<file path="config.mk">
export PLATFORM = sky130hd
export DESIGN_NAME = ltm_top
export DESIGN_NICKNAME = d
export VERILOG_FILES = /design/src/logic/ltm_edge_cmp.v /design/src/logic/ltm_top.v
export VERILOG_INCLUDE_DIRS = /design/src /design/src/logic
export SDC_FILE = /design/constraint.sdc
export NUM_CORES = 2
export LEC_CHECK = 0
export ABC_CLOCK_PERIOD_IN_PS = 11500
export BUFFER_PORTS_ARGS = -buffer_cell sky130_fd_sc_hd__buf_2
export CAP_MARGIN = 10
export CELL_PAD_IN_SITES_DETAIL_PLACEMENT = 0
export CELL_PAD_IN_SITES_GLOBAL_PLACEMENT = 1
export CORE_UTILIZATION = 24
export CTS_CLUSTER_DIAMETER = 80
export DETAILED_ROUTE_END_ITERATION = 10
export PLACE_DENSITY = 0.47
export SYNTH_ARGS = -nofsm -noshare
export SYNTH_HDL_FRONTEND = slang
export SYNTH_HIERARCHICAL = 1
export SYNTH_SLANG_ARGS = --single-unit
</file>
<file path="constraint.sdc">
create_clock -name aclk -period 11.5 [get_ports aclk]
set_input_delay 2.3 -clock aclk [delete_from_list [all_inputs] [get_ports aclk]]
set_output_delay 2.3 -clock aclk [all_outputs]
set_load 0.01 [all_outputs]
</file>
<file path="src/logic/ltm_consts.vh">
`ifndef LTM_CONSTS_VH
`define LTM_CONSTS_VH

// ==================================================================
// Bus geometry
`define LTM_ADDR_W 8
`define LTM_DATA_W 32

// ==================================================================
// Register byte offsets
`define LTM_OFF_MODE 8'h00
`define LTM_OFF_FREQ_LOW 8'h04
`define LTM_OFF_FREQ_MID 8'h08
`define LTM_OFF_FREQ_HIGH 8'h0C
`define LTM_OFF_TLIM0 8'h10
`define LTM_OFF_TLIM1 8'h14
`define LTM_OFF_TLIM2 8'h18
`define LTM_OFF_TLIM3 8'h1C
`define LTM_OFF_TOL 8'h20
`define LTM_OFF_DELAY 8'h24
`define LTM_OFF_STATUS 8'h28
`define LTM_OFF_IRQ_STAT 8'h2C
`define LTM_OFF_IRQ_MASK 8'h30
`define LTM_OFF_FAULT_ACK 8'h34

// ==================================================================
// Reset values
`define LTM_RST_MODE 3'h0
`define LTM_RST_WORD16 16'h0000
`define LTM_RST_IRQ 2'h0

// ==================================================================
// Mode codes
`define LTM_MODE_OFF 3'h0
`define LTM_MODE_BELT_ALM 3'h1
`define LTM_MODE_STALL_ALM 3'h2
`define LTM_MODE_BOTH_ALM 3'h3
`define LTM_MODE_BELT_FLT 3'h4
`define LTM_MODE_STALL_FLT 3'h5
`define LTM_MODE_BOTH_FLT 3'h6

// ==================================================================
// Status word bit positions
`define LTM_ST_IN_BAND 0
`define LTM_ST_ABOVE 1
`define LTM_ST_BELOW 2
`define LTM_ST_IN_RANGE 3
`define LTM_ST_ALARM 4
`define LTM_ST_FAULT 5
`define LTM_ST_TIMING 6
`define LTM_ST_W 7

// Interrupt bit positions
`define LTM_IRQ_ALARM 0
`define LTM_IRQ_FAULT 1

// Fault acknowledge bit
`define LTM_ACK_BIT 0

// ==================================================================
// AXI responses
`define LTM_RESP_OKAY 2'h0
`define LTM_RESP_SLVERR 2'h2

// ==================================================================
// Timing: delay unit is one millisecond
`define LTM_CLK_PERIOD_NS 4
`define LTM_DELAY_UNIT_NS 1000000
`define LTM_DELAY_UNIT_CYCLES (`LTM_DELAY_UNIT_NS / `LTM_CLK_PERIOD_NS)

`endif

</file>
<file path="src/logic/ltm_edge_cmp.v">
`timescale 1ns/1ps
`default_nettype none

// ==================================================================
// One band edge: piecewise linear from (fl,a) to (fm,b), flat at b
// beyond fm. Cross-multiplied so no divider is needed.
module ltm_edge_cmp (
	input wire [15:0] f,
	input wire [15:0] t,
	input wire [15:0] fl,
	input wire [15:0] fm,
	input wire signed [17:0] a,
	input wire signed [17:0] b,
	output wire above,
	output wire below
);
	wire signed [17:0] s_t;
	wire signed [18:0] dt;
	wire signed [18:0] de;
	wire signed [16:0] df;
	wire signed [16:0] dx;
	wire signed [35:0] lhs;
	wire signed [35:0] rhs;
	wire seg;

	assign s_t = {2'b00, t};
	assign dt = {s_t[17], s_t} - {a[17], a};
	assign de = {b[17], b} - {a[17], a};
	assign df = {1'b0, fm} - {1'b0, fl};
	assign dx = {1'b0, f} - {1'b0, fl};
	assign lhs = dt * df;
	assign rhs = de * dx;
	// Degenerate segment (fm <= fl) falls back to the flat edge
	assign seg = (f < fm) && (fm > fl);
	assign above = seg ? (lhs > rhs) : (s_t > b);
	assign below = seg ? (lhs < rhs) : (s_t < b);
endmodule

`default_nettype wire

</file>
<file path="src/logic/ltm_top.v">
// Contract
// RULE1: Compare frequency/torque pair against band continuously
// RULE2: Mode selects alarm or fault on violation
// RULE3: Hold message off for configured delay time
// RULE4: Band from three frequencies, four torque limits
// RULE5: Upper and lower edges between frequency points
// RULE6: Modes 1/4 flag torque below band
// RULE7: Modes 2/5 flag torque above band
// RULE8: Modes 3/6 flag torque on either side
// RULE9: Monitor works in all four quadrants
// RULE10: Software sets delay longer than ramp-up time
// RULE11: Teach-in reads pairs only in steady state
// RULE12: Modes 1-3 alarm, 4-6 fault; delay restarts
// RULE13: Status word shows edge state, message-independent
//
// Added by the designer: the register addresses and the AXI4-Lite slave port.
`timescale 1ns/1ps
`default_nettype none
`include "ltm_consts.vh"

module ltm_top #(
	parameter DELAY_UNIT_CYCLES = `LTM_DELAY_UNIT_CYCLES
) (
	input wire aclk,
	input wire aresetn,
	input wire aclken,
	input wire [`LTM_ADDR_W-1:0] s_axi_awaddr,
	input wire s_axi_awvalid,
	output reg s_axi_awready,
	input wire [`LTM_DATA_W-1:0] s_axi_wdata,
	input wire [3:0] s_axi_wstrb,
	input wire s_axi_wvalid,
	output reg s_axi_wready,
	output reg [1:0] s_axi_bresp,
	output reg s_axi_bvalid,
	input wire s_axi_bready,
	input wire [`LTM_ADDR_W-1:0] s_axi_araddr,
	input wire s_axi_arvalid,
	output reg s_axi_arready,
	output reg [`LTM_DATA_W-1:0] s_axi_rdata,
	output reg [1:0] s_axi_rresp,
	output reg s_axi_rvalid,
	input wire s_axi_rready,
	input wire [15:0] actual_output_frequency,
	input wire [15:0] actual_load_torque,
	output reg torque_band_alarm,
	output reg torque_band_fault,
	output reg irq
);
	localparam [17:0] UNIT_LAST = DELAY_UNIT_CYCLES[17:0] - 18'h0_0001;

	// ==================================================================
	// Configuration and bus state
	reg [2:0] torque_monitor_mode;
	reg [15:0] band_freq_point_low;
	reg [15:0] band_freq_point_mid;
	reg [15:0] band_freq_point_high;
	reg [15:0] band_torque_limit_first;
	reg [15:0] band_torque_limit_1;
	reg [15:0] band_torque_limit_2;
	reg [15:0] band_torque_limit_last;
	reg [15:0] band_torque_tolerance;
	reg [15:0] torque_monitor_delay;
	reg [1:0] irq_stat;
	reg [1:0] irq_mask;
	reg [`LTM_ADDR_W-1:0] wr_addr;
	reg [`LTM_DATA_W-1:0] wr_data;
	reg [3:0] wr_strb;

	// Monitor state
	reg [15:0] f_abs;
	reg [15:0] t_abs;
	reg edge_above;
	reg edge_below;
	reg in_range;
	reg [17:0] unit_cnt;
	reg [15:0] dly_cnt;
	reg reported;
	reg alarm_evt;
	reg fault_evt;

	wire [`LTM_ST_W-1:0] torque_monitor_status_word;
	wire do_write;
	wire fault_ack;
	wire [31:0] wmask;
	wire [31:0] merged;
	wire up_above;
	wire lo_below;
	wire signed [17:0] up_a;
	wire signed [17:0] up_b;
	wire signed [17:0] lo_a;
	wire signed [17:0] lo_b;
	reg viol;
	reg alarm_mode;
	reg [31:0] rd_data;
	reg rd_err;

	// ==================================================================
	// Register write path
	assign do_write = !s_axi_awready && !s_axi_wready && !s_axi_bvalid;
	assign wmask = {{8{wr_strb[3]}}, {8{wr_strb[2]}},
		{8{wr_strb[1]}}, {8{wr_strb[0]}}};
	assign merged = wr_data & wmask;
	assign fault_ack = do_write && (wr_addr == `LTM_OFF_FAULT_ACK) &&
		wr_strb[0] && wr_data[`LTM_ACK_BIT];

	// Byte lanes above bit 15 are ignored: all fields are 16 bits or less
	function [15:0] lane16;
		input [15:0] old;
		input [31:0] wd;
		input [3:0] st;
		begin
			lane16[7:0] = st[0] ? wd[7:0] : old[7:0];
			lane16[15:8] = st[1] ? wd[15:8] : old[15:8];
		end
	endfunction

	function wr_map;
		input [`LTM_ADDR_W-1:0] ad;
		begin
			wr_map = (ad[1:0] == 2'b00) && (ad <= `LTM_OFF_FAULT_ACK) &&
				(ad != `LTM_OFF_STATUS);
		end
	endfunction

	always @(posedge aclk) begin
		if (!aresetn) begin
			s_axi_awready <= 1'b1;
			s_axi_wready <= 1'b1;
			s_axi_bvalid <= 1'b0;
			s_axi_bresp <= `LTM_RESP_OKAY;
			wr_addr <= {`LTM_ADDR_W{1'b0}};
			wr_data <= 32'h0000_0000;
			wr_strb <= 4'h0;
			torque_monitor_mode <= `LTM_RST_MODE;
			band_freq_point_low <= `LTM_RST_WORD16;
			band_freq_point_mid <= `LTM_RST_WORD16;
			band_freq_point_high <= `LTM_RST_WORD16;
			band_torque_limit_first <= `LTM_RST_WORD16;
			band_torque_limit_1 <= `LTM_RST_WORD16;
			band_torque_limit_2 <= `LTM_RST_WORD16;
			band_torque_limit_last <= `LTM_RST_WORD16;
			band_torque_tolerance <= `LTM_RST_WORD16;
			torque_monitor_delay <= `LTM_RST_WORD16;
			irq_stat <= `LTM_RST_IRQ;
			irq_mask <= `LTM_RST_IRQ;
			irq <= 1'b0;
		end else if (aclken) begin
			if (s_axi_awready && s_axi_awvalid) begin
				s_axi_awready <= 1'b0;
				wr_addr <= s_axi_awaddr;
			end
			if (s_axi_wready && s_axi_wvalid) begin
				s_axi_wready <= 1'b0;
				wr_data <= s_axi_wdata;
				wr_strb <= s_axi_wstrb;
			end
			if (do_write) begin
				s_axi_bvalid <= 1'b1;
				s_axi_bresp <= wr_map(wr_addr) ? `LTM_RESP_OKAY :
					`LTM_RESP_SLVERR;
				case (wr_addr)
				`LTM_OFF_MODE: if (wr_strb[0])
					torque_monitor_mode <= wr_data[2:0];
				`LTM_OFF_FREQ_LOW: band_freq_point_low <=
					lane16(band_freq_point_low, wr_data, wr_strb);
				`LTM_OFF_FREQ_MID: band_freq_point_mid <=
					lane16(band_freq_point_mid, wr_data, wr_strb);
				`LTM_OFF_FREQ_HIGH: band_freq_point_high <=
					lane16(band_freq_point_high, wr_data, wr_strb);
				`LTM_OFF_TLIM0: band_torque_limit_first <=
					lane16(band_torque_limit_first, wr_data, wr_strb);
				`LTM_OFF_TLIM1: band_torque_limit_1 <=
					lane16(band_torque_limit_1, wr_data, wr_strb);
				`LTM_OFF_TLIM2: band_torque_limit_2 <=
					lane16(band_torque_limit_2, wr_data, wr_strb);
				`LTM_OFF_TLIM3: band_torque_limit_last <=
					lane16(band_torque_limit_last, wr_data, wr_strb);
				`LTM_OFF_TOL: band_torque_tolerance <=
					lane16(band_torque_tolerance, wr_data, wr_strb);
				`LTM_OFF_DELAY: torque_monitor_delay <=
					lane16(torque_monitor_delay, wr_data, wr_strb);
				`LTM_OFF_IRQ_MASK: if (wr_strb[0])
					irq_mask <= wr_data[1:0];
				default: begin
				end
				endcase
			end
			if (s_axi_bvalid && s_axi_bready) begin
				s_axi_bvalid <= 1'b0;
				s_axi_awready <= 1'b1;
				s_axi_wready <= 1'b1;
			end
			// Set wins over a write-one clear in the same cycle
			irq_stat[`LTM_IRQ_ALARM] <= alarm_evt ||
				(irq_stat[`LTM_IRQ_ALARM] && !(do_write &&
				wr_addr == `LTM_OFF_IRQ_STAT &&
				merged[`LTM_IRQ_ALARM]));
			irq_stat[`LTM_IRQ_FAULT] <= fault_evt ||
				(irq_stat[`LTM_IRQ_FAULT] && !(do_write &&
				wr_addr == `LTM_OFF_IRQ_STAT &&
				merged[`LTM_IRQ_FAULT]));
			irq <= |(irq_stat & irq_mask);
		end
	end

	// ==================================================================
	// Register read path
	always @* begin
		rd_data = 32'h0000_0000;
		rd_err = 1'b0;
		case (s_axi_araddr)
		`LTM_OFF_MODE: rd_data = {29'h0, torque_monitor_mode};
		`LTM_OFF_FREQ_LOW: rd_data = {16'h0000, band_freq_point_low};
		`LTM_OFF_FREQ_MID: rd_data = {16'h0000, band_freq_point_mid};
		`LTM_OFF_FREQ_HIGH: rd_data = {16'h0000, band_freq_point_high};
		`LTM_OFF_TLIM0: rd_data = {16'h0000, band_torque_limit_first};
		`LTM_OFF_TLIM1: rd_data = {16'h0000, band_torque_limit_1};
		`LTM_OFF_TLIM2: rd_data = {16'h0000, band_torque_limit_2};
		`LTM_OFF_TLIM3: rd_data = {16'h0000, band_torque_limit_last};
		`LTM_OFF_TOL: rd_data = {16'h0000, band_torque_tolerance};
		`LTM_OFF_DELAY: rd_data = {16'h0000, torque_monitor_delay};
		`LTM_OFF_STATUS: rd_data = {25'h0, torque_monitor_status_word};
		`LTM_OFF_IRQ_STAT: rd_data = {30'h0, irq_stat};
		`LTM_OFF_IRQ_MASK: rd_data = {30'h0, irq_mask};
		`LTM_OFF_FAULT_ACK: rd_data = 32'h0000_0000;
		default: rd_err = 1'b1;
		endcase
	end

	always @(posedge aclk) begin
		if (!aresetn) begin
			s_axi_arready <= 1'b1;
			s_axi_rvalid <= 1'b0;
			s_axi_rdata <= 32'h0000_0000;
			s_axi_rresp <= `LTM_RESP_OKAY;
		end else if (aclken) begin
			if (s_axi_arready && s_axi_arvalid) begin
				s_axi_arready <= 1'b0;
				s_axi_rvalid <= 1'b1;
				s_axi_rdata <= rd_data;
				s_axi_rresp <= rd_err ? `LTM_RESP_SLVERR : `LTM_RESP_OKAY;
			end else if (s_axi_rvalid && s_axi_rready) begin
				s_axi_rvalid <= 1'b0;
				s_axi_arready <= 1'b1;
			end
		end
	end

	// ==================================================================
	// Band edges, tolerance widening both sides
	assign up_a = {2'b00, band_torque_limit_first} +
		{2'b00, band_torque_tolerance}; // RULE4
	assign up_b = {2'b00, band_torque_limit_1} +
		{2'b00, band_torque_tolerance}; // RULE4
	assign lo_a = {2'b00, band_torque_limit_2} -
		{2'b00, band_torque_tolerance}; // RULE4
	assign lo_b = {2'b00, band_torque_limit_last} -
		{2'b00, band_torque_tolerance}; // RULE4

	ltm_edge_cmp u_upper (
		.f(f_abs),
		.t(t_abs),
		.fl(band_freq_point_low),
		.fm(band_freq_point_mid),
		.a(up_a),
		.b(up_b),
		.above(up_above),
		.below()
	); // RULE5

	ltm_edge_cmp u_lower (
		.f(f_abs),
		.t(t_abs),
		.fl(band_freq_point_low),
		.fm(band_freq_point_mid),
		.a(lo_a),
		.b(lo_b),
		.above(),
		.below(lo_below)
	); // RULE5

	assign torque_monitor_status_word = {reported && viol,
		torque_band_fault, torque_band_alarm, in_range, edge_below,
		edge_above, in_range && !edge_above && !edge_below}; // RULE13

	// ==================================================================
	// Violation by mode; only the selected side counts
	always @* begin
		viol = 1'b0;
		alarm_mode = 1'b0;
		case (torque_monitor_mode)
		`LTM_MODE_BELT_ALM: begin
			viol = edge_below; // RULE6
			alarm_mode = 1'b1; // RULE12
		end
		`LTM_MODE_STALL_ALM: begin
			viol = edge_above; // RULE7
			alarm_mode = 1'b1; // RULE12
		end
		`LTM_MODE_BOTH_ALM: begin
			viol = edge_above || edge_below; // RULE8
			alarm_mode = 1'b1; // RULE12
		end
		`LTM_MODE_BELT_FLT: viol = edge_below; // RULE6
		`LTM_MODE_STALL_FLT: viol = edge_above; // RULE7
		`LTM_MODE_BOTH_FLT: viol = edge_above || edge_below; // RULE8
		default: viol = 1'b0;
		endcase
	end

	// ==================================================================
	// Sampling, delay and messages
	always @(posedge aclk) begin
		if (!aresetn) begin
			f_abs <= 16'h0000;
			t_abs <= 16'h0000;
			edge_above <= 1'b0;
			edge_below <= 1'b0;
			in_range <= 1'b0;
			unit_cnt <= 18'h0_0000;
			dly_cnt <= 16'h0000;
			reported <= 1'b0;
			alarm_evt <= 1'b0;
			fault_evt <= 1'b0;
			torque_band_alarm <= 1'b0;
			torque_band_fault <= 1'b0;
		end else if (aclken) begin
			// Magnitudes fold the four quadrants onto one
			f_abs <= actual_output_frequency[15] ?
				16'h0000 - actual_output_frequency :
				actual_output_frequency; // RULE9
			t_abs <= actual_load_torque[15] ?
				16'h0000 - actual_load_torque :
				actual_load_torque; // RULE9
			// Outside the frequency window nothing is judged
			in_range <= (f_abs >= band_freq_point_low) &&
				(f_abs <= band_freq_point_high); // RULE1
			edge_above <= up_above && (f_abs >= band_freq_point_low) &&
				(f_abs <= band_freq_point_high); // RULE1
			edge_below <= lo_below && (f_abs >= band_freq_point_low) &&
				(f_abs <= band_freq_point_high); // RULE1
			alarm_evt <= 1'b0;
			fault_evt <= 1'b0;
			if (!viol) begin
				unit_cnt <= 18'h0_0000; // RULE12
				dly_cnt <= 16'h0000; // RULE12
				reported <= 1'b0;
				torque_band_alarm <= 1'b0;
			end else if (!reported) begin
				if (dly_cnt >= torque_monitor_delay) begin // RULE3
					reported <= 1'b1;
					if (alarm_mode) begin
						torque_band_alarm <= 1'b1; // RULE2
						alarm_evt <= 1'b1;
					end else begin
						torque_band_fault <= 1'b1; // RULE2
						fault_evt <= 1'b1;
					end
				end else if (unit_cnt == UNIT_LAST) begin
					unit_cnt <= 18'h0_0000; // RULE3
					dly_cnt <= dly_cnt + 16'h0001; // RULE3
				end else begin
					unit_cnt <= unit_cnt + 18'h0_0001; // RULE3
				end
			end
			// Trip stays latched until acknowledged; a new trip wins
			if (fault_ack && !(viol && !reported && !alarm_mode &&
				dly_cnt >= torque_monitor_delay))
				torque_band_fault <= 1'b0;
		end
	end
endmodule

`default_nettype wire

</file>
### Word-level counts from Yosys, hierarchy flattened

Index checks and enable logic that the tools add are counted.

* register bits: 293
* output and inout port bits: 44

* $add $sub $neg: 14
* multipliers: 4
* magnitude comparators: 10
* equality and inequality tests: 40
* multiplexer cells: 47
* bitwise logic cells: 2
* reduce and logical (&&, ||, !) cells: 90

Operators by type and width (number)
* $pmux W16 S13: 1
* $mul A18 B17 Y35: 4
* $mux W16: 6
* $eq A8 B6 Y1 const B: 11
* $reduce_and A4 Y1: 22
* $mux W18: 4
* $sub A16 B16 Y17: 4
* $eq A8 B5 Y1 const B: 8
* $sub A17 B17 Y18: 3
* $gt A36 B36 Y1: 1
* $lt A36 B36 Y1: 1
* $add A16 B16 Y17: 2
* $mux W1: 33
* $eq A8 B4 Y1 const B: 4
* $ge A16 B16 Y1: 2
* $sub A1 B16 Y16 const A: 2
* $logic_and A1 B1 Y1: 30
* $add A18 B1 Y18 const B: 1
* $eq A18 B18 Y1 const B: 1
* $sub A16 B17 Y18: 1
* $gt A16 B17 Y1: 1
* $lt A17 B17 Y1: 1
* $add A16 B1 Y16 const B: 1
* $eq A8 B3 Y1 const B: 2
* other kinds (24): 61

### Logic depth before layout (Yosys ltp)

* depth after elaboration: 10
* gate-level depth with buffers: 56
* depth with buffers taken out: 53

### By module

Netlist, hierarchy kept.

By module, submodules not included
* ltm_edge_cmp at u_lower: times used 1, cells an instance 3317, area an instance 28403.5 um2
* ltm_edge_cmp at u_upper: times used 1, cells an instance 3286, area an instance 28172.0 um2
* ltm_top: times used 1, cells an instance 1966, area an instance 16636.0 um2

### Worst setup path before layout

OpenSTA, ideal clock, no wires.

* kind: flip-flop to flip-flop
* start point: register band_torque_limit_2[0]
* end point: register edge_below
* setup time: 0.059 ns
* arrival: 11.011 ns
* required time: 11.441 ns
* path slack: 0.429 ns
* stages on the path, launching flop included: 51
* period minus slack after synthesis: 11.071 ns
* cell sequence: dfxtp_1 inv_1 ha_1 fa_1 nor2b_1 o21ai_0 nand2b_1 a31oi_1 nor2b_1 o21ai_0 xnor2_1 inv_1 ha_1 a21o_1 a21o_1 a21o_1 a21oi_1 a21oi_1 (+15 left out) nand3_1 nor3_1 and2_1 a31oi_2 a22o_1 o31ai_1 nor2_1 xor2_1 ha_1 a21o_1 a21o_1 a21oi_1 o21ai_0 or4b_1 a21oi_1 a311oi_1 mux2i_1 a22o_1

* longest elaborated chain between the ends: 7
* elaborated cells between the ends (all ways): 9
* classes of those cells: add/sub (3); mul (2); order compare (1); mux (1); reduce/logical (2)

Ends and longest elaborated chain
* start: declaration: line ltm_top.v:60 `reg [15:0] band_torque_limit_2;`
* start signal: assignment: line ltm_top.v:141 `` band_torque_limit_2 <= `LTM_RST_WORD16; ``
* start signal: assignment: line ltm_top.v:175 `` `LTM_OFF_TLIM2: band_torque_limit_2 <= ``
* $sub A16 B16 Y17 (*): line ltm_top.v:256 `assign lo_a = {2'b00, band_torque_limit_2} -`
* named net lo_a[8]: line ltm_top.v:91 `wire signed [17:0] lo_a;`
* $sub A17 B17 Y18, on equally long branches: line ltm_edge_cmp.v:27, ltm_edge_cmp.v:28
* $mul A18 B17 Y35, on equally long branches: line ltm_edge_cmp.v:31, ltm_edge_cmp.v:32
* $lt A36 B36 Y1 (*): line ltm_edge_cmp.v:36 `assign below = seg ? (lhs < rhs) : (s_t < b);`
* $mux W1 (*): line ltm_edge_cmp.v:36
* named net lo_below: line ltm_top.v:88 `wire lo_below;`
* $logic_and A1 B1 Y1 (*) (2 in series): line ltm_top.v:341 `edge_below <= lo_below && (f_abs >= band_freq_point_low) &&`
* end signal: assignment: line ltm_top.v:341
* end: declaration: line ltm_top.v:74 `reg edge_below;`

Mark *: on every way through the listed nets, which the timed path passes. The rest lies on a longest branch.
A chain may end at the register's enable or synchronous reset.

### Final worst setup path

* start point: register band_torque_tolerance[0]
* end point: register edge_above

* longest elaborated chain between the ends: 7
* elaborated cells between the ends (all ways): 11
* classes of those cells: add/sub (4); mul (2); order compare (2); mux (1); reduce/logical (2)

Ends and longest elaborated chain
* start: declaration: line ltm_top.v:62 `reg [15:0] band_torque_tolerance;`
* start signal: assignment: line ltm_top.v:143 `` band_torque_tolerance <= `LTM_RST_WORD16; ``
* start signal: assignment: line ltm_top.v:179 `` `LTM_OFF_TOL: band_torque_tolerance <= ``
* $add A16 B16 Y17 (*): line ltm_top.v:252 `assign up_a = {2'b00, band_torque_limit_first} +`
* named net up_a[8]: line ltm_top.v:89 `wire signed [17:0] up_a;`
* $sub A16 B17 Y18 / $sub A17 B17 Y18 (equally long branches): line ltm_edge_cmp.v:27, ltm_edge_cmp.v:28
* $mul A18 B17 Y35, on equally long branches: line ltm_edge_cmp.v:31, ltm_edge_cmp.v:32
* $gt A36 B36 Y1 (*): line ltm_edge_cmp.v:35 `assign above = seg ? (lhs > rhs) : (s_t > b);`
* $mux W1 (*): line ltm_edge_cmp.v:35
* named net up_above: line ltm_top.v:87 `wire up_above;`
* $logic_and A1 B1 Y1 (*) (2 in series): line ltm_top.v:339 `edge_above <= up_above && (f_abs >= band_freq_point_low) &&`
* end signal: assignment: line ltm_top.v:339
* end: declaration: line ltm_top.v:73 `reg edge_above;`

Marks and branches as above.

==> impl_summary.log <==
[metrics] 1st-iter DRT viols: 3149
[metrics] Avg WL per Cell: 21.2 microns
[metrics] Worst-Skew Late Latency: 0.56 ns
[metrics] Final Instance Count excl. Fillers: 13.8k
[metrics] Largest stage delay, worst path: 0.52 ns
[metrics] setup slack of the worst register-to-register path: 0.02 ns
[metrics] transition time at the pin with the least slew margin: 1.24 ns
[metrics] growth of design area from synthesis to finish: 24.2%
[metrics] Placement Rows: 202
[metrics] RSZ-0062 raised after global routing: true
[metrics] PortBufs: 99
[metrics] drt pass-1 iters: 6
[metrics] R2R Path Start: band_torque_tolerance[0]
[metrics] Die ar.: 307000 sq um
[metrics] endpoint of the worst hold-timing path: s_axi_rdata[3]
[metrics] chip height: 554 microns
[metrics] number of levels in the clock H-tree: 2
[metrics] Slew Limit Headroom: 16.7%
[metrics] Worst Reg-to-Reg Cells: 54
[metrics] Worst EP required: 12.00 ns
[metrics] width of the chip: 554 microns
[metrics] TritonCTS clock tree: done
[metrics] critical-path cell with the highest stage delay: fa_1
[metrics] number of global-route vias before repair: 66.5k
[metrics] Avg Inst Size Synth: 8.55 sq um
[metrics] WHS Path Cells: 2
[metrics] detailed-route via count: 61.9k
[metrics] Num CTS Buffers: 37
[metrics] Routed Antenna Nets: 0
[metrics] largest net degree at the start of global routing: 76
[metrics] # Max-Cap Violations: 0
[metrics] Period minus WS final: 11.48 ns
[metrics] end of the worst register-to-register path: edge_above
[metrics] PD cells: 67.9 nW/um^2
[metrics] Critical Path Source Type: flip-flop
[metrics] class of the most critical hold timing path: flip-flop to flip-flop
[metrics] number of cells produced by synthesis: 8559
[metrics] Avg Vias per Cell: 4.50
[metrics] Tot Pwr: 6.17 mW
[metrics] global-route usage over all layers: 19.0%
[metrics] CP Class: flip-flop to flip-flop
[metrics] DP HPWL: 254 mm
[metrics] Hold Crit Start: s_axi_rdata[3]
[metrics] placeable core region: 303000 sq um
[metrics] leakage power: 45.5 nW
[metrics] total number of clock tree sinks: 275
[metrics] number of antenna violations at the first check in global routing: 12
[metrics] gpl congestion: 0.913
[metrics] outcome: complete, no violations
[metrics] aggregate routed wire length: 291 mm
[metrics] worst setup slack after placement: -0.990 ns
[metrics] Critical Path Fanout Max: 4
[metrics] number of design rule violations left after detail routing: 0
[metrics] total of endpoints with negative setup slack in the final report: 0
[metrics] IO Count: 136
[metrics] share of the cycle needed by the critical path after routing: 99.8%
[metrics] count of synthesis-stage warnings from yosys: 6
[metrics] clock slew at reported path FFs: 0.06 ns
[metrics] Placed Instances: 13.6k
[metrics] data arrival time of the critical path: 11.98 ns
[metrics] first-pass GRT wire length: 436 mm
[metrics] worst-case vdd ir drop: 0.000214 V
[metrics] # nets final: 11.9k
[metrics] final clock skew: 0.0183 ns
[metrics] endpoint class of the critical path: flip-flop
[metrics] overflow left after global routing: 0
[metrics] fraction of final layout cells with drive strength greater than 1: 18.4%
[metrics] final-report max-slew violation count: 0
[metrics] combined area of all synthesized cells: 73100 sq um
[metrics] Setup Total Neg Slack: 0 ns
[metrics] Final Hold Violating Endpoints: 0
[metrics] initial core utilization: 24.1%
[metrics] highest attainable clock frequency: 0.0871 GHz
[metrics] root cell of the clock tree: clkbuf_16
[metrics] final critical-path setup slack: 0.0179 ns
[metrics] Max Root-Sink Buffers: 3
sequential cells by signal, indices dropped and copies added (netlist names), 2 cells and up:
register / count
wr_addr: 8
irq_stat: 2
f_abs: 16
torque_monitor_delay: 16
band_torque_tolerance: 16
band_torque_limit_2: 16
wr_strb: 2
unit_cnt: 18
torque_monitor_mode: 3
irq_mask: 2
band_freq_point_mid: 16
wr_data: 16
t_abs: 16
s_axi_rdata: 16
dly_cnt: 16
band_freq_point_high: 16
band_torque_limit_1: 16
band_torque_limit_last: 16
band_torque_limit_first: 16
band_freq_point_low: 16
final cells by class:
cell class                 count  area (sq um)
antenna                       13          32.5
clock buffer                  58          1140
clock inverter                10           115
fill                       32400        212000
inverter                    1722          6470
multi-input combinational   6324         61800
sequential                   275          5510
tap                         3978          4980
timing repair buffer        1387         10800
layout by cell type (no fill, tap or decap), types with 50 or more instances in the layout:
cell and n:
inv_1 1704, fa_1 1301, buf_4 1230, nand2_1 960, nor2_1 708, ha_1 706
dfxtp_1 271, a21oi_1 241, xnor2_1 230, nor2b_1 202, o21ai_0 156, a21o_1 147
mux2i_1 144, xor2_1 139, nand3_1 110, and2_1 97, buf_2 97, nand2b_1 88
a21boi_0 85, nor3_1 77, nand4_1 52, o21a_1 51, a22oi_1 50
timing repair:
item,4_1_cts,5_1_grt
buffers inserted,44,16
pin swaps,134,82
gates resized for setup,219,98
gates cloned,0,1
hold buffers,0,0
setup endpoints to repair,2,2
worst max-delay path by stage:
stage                      end  slack [ns]                startpoint
finish              edge_above        0.02  band_torque_tolerance[0]
global route        edge_above       -0.53  band_torque_tolerance[0]
CTS                 edge_below      0.0006  band_torque_tolerance[0]
detailed placement  edge_below       -0.99  band_torque_tolerance[0]
global placement    edge_below       -0.98  band_torque_tolerance[0]
floorplan           edge_below        0.45    band_torque_limit_2[0]
per-layer routing:
metal / share of wire, % / global-route usage (%) / vias to the layer above
li1: - / - / 29200
met4: 2.7 / 4.45 / 8
met5: 0.014 / 0 / -
met2: 47 / 32.5 / 1115
met3: 3.4 / 1.43 / 221
met1: 47 / 25.9 / 31300
per-stage QoR:
step                hold slack [ns]  area, sq um  util [%]
floorplan                     0.426        73200         -
global route                  0.502        90800      30.0
finish                        0.468        90900      30.0
detailed placement            0.470        87500      28.9
global placement              0.456        87500      28.9
CTS                           0.477        90200      29.8
critical path, delay by kind of cell, from the launching register on:
| kind | cells | cell delay (ns) |
|---|---|---|
| AOI/OAI and AO/OA | 15 | 2.93 |
| xor gates and xnor gates | 3 | 0.58 |
| adders and majority gates | 11 | 4.57 |
| buffers and inverters | 14 | 1.45 |
| DFF | 1 | 0.35 |
| muxes | 1 | 0.21 |
| and+or+nand+nor | 10 | 1.32 |
power breakdown:
part           total [mW]  internal, mW  switching, mW
combinational        3.95          1.73           2.22
clock                1.20         0.727          0.475
sequential           1.03         0.969         0.0569
(Power assumes the default switching activity.)
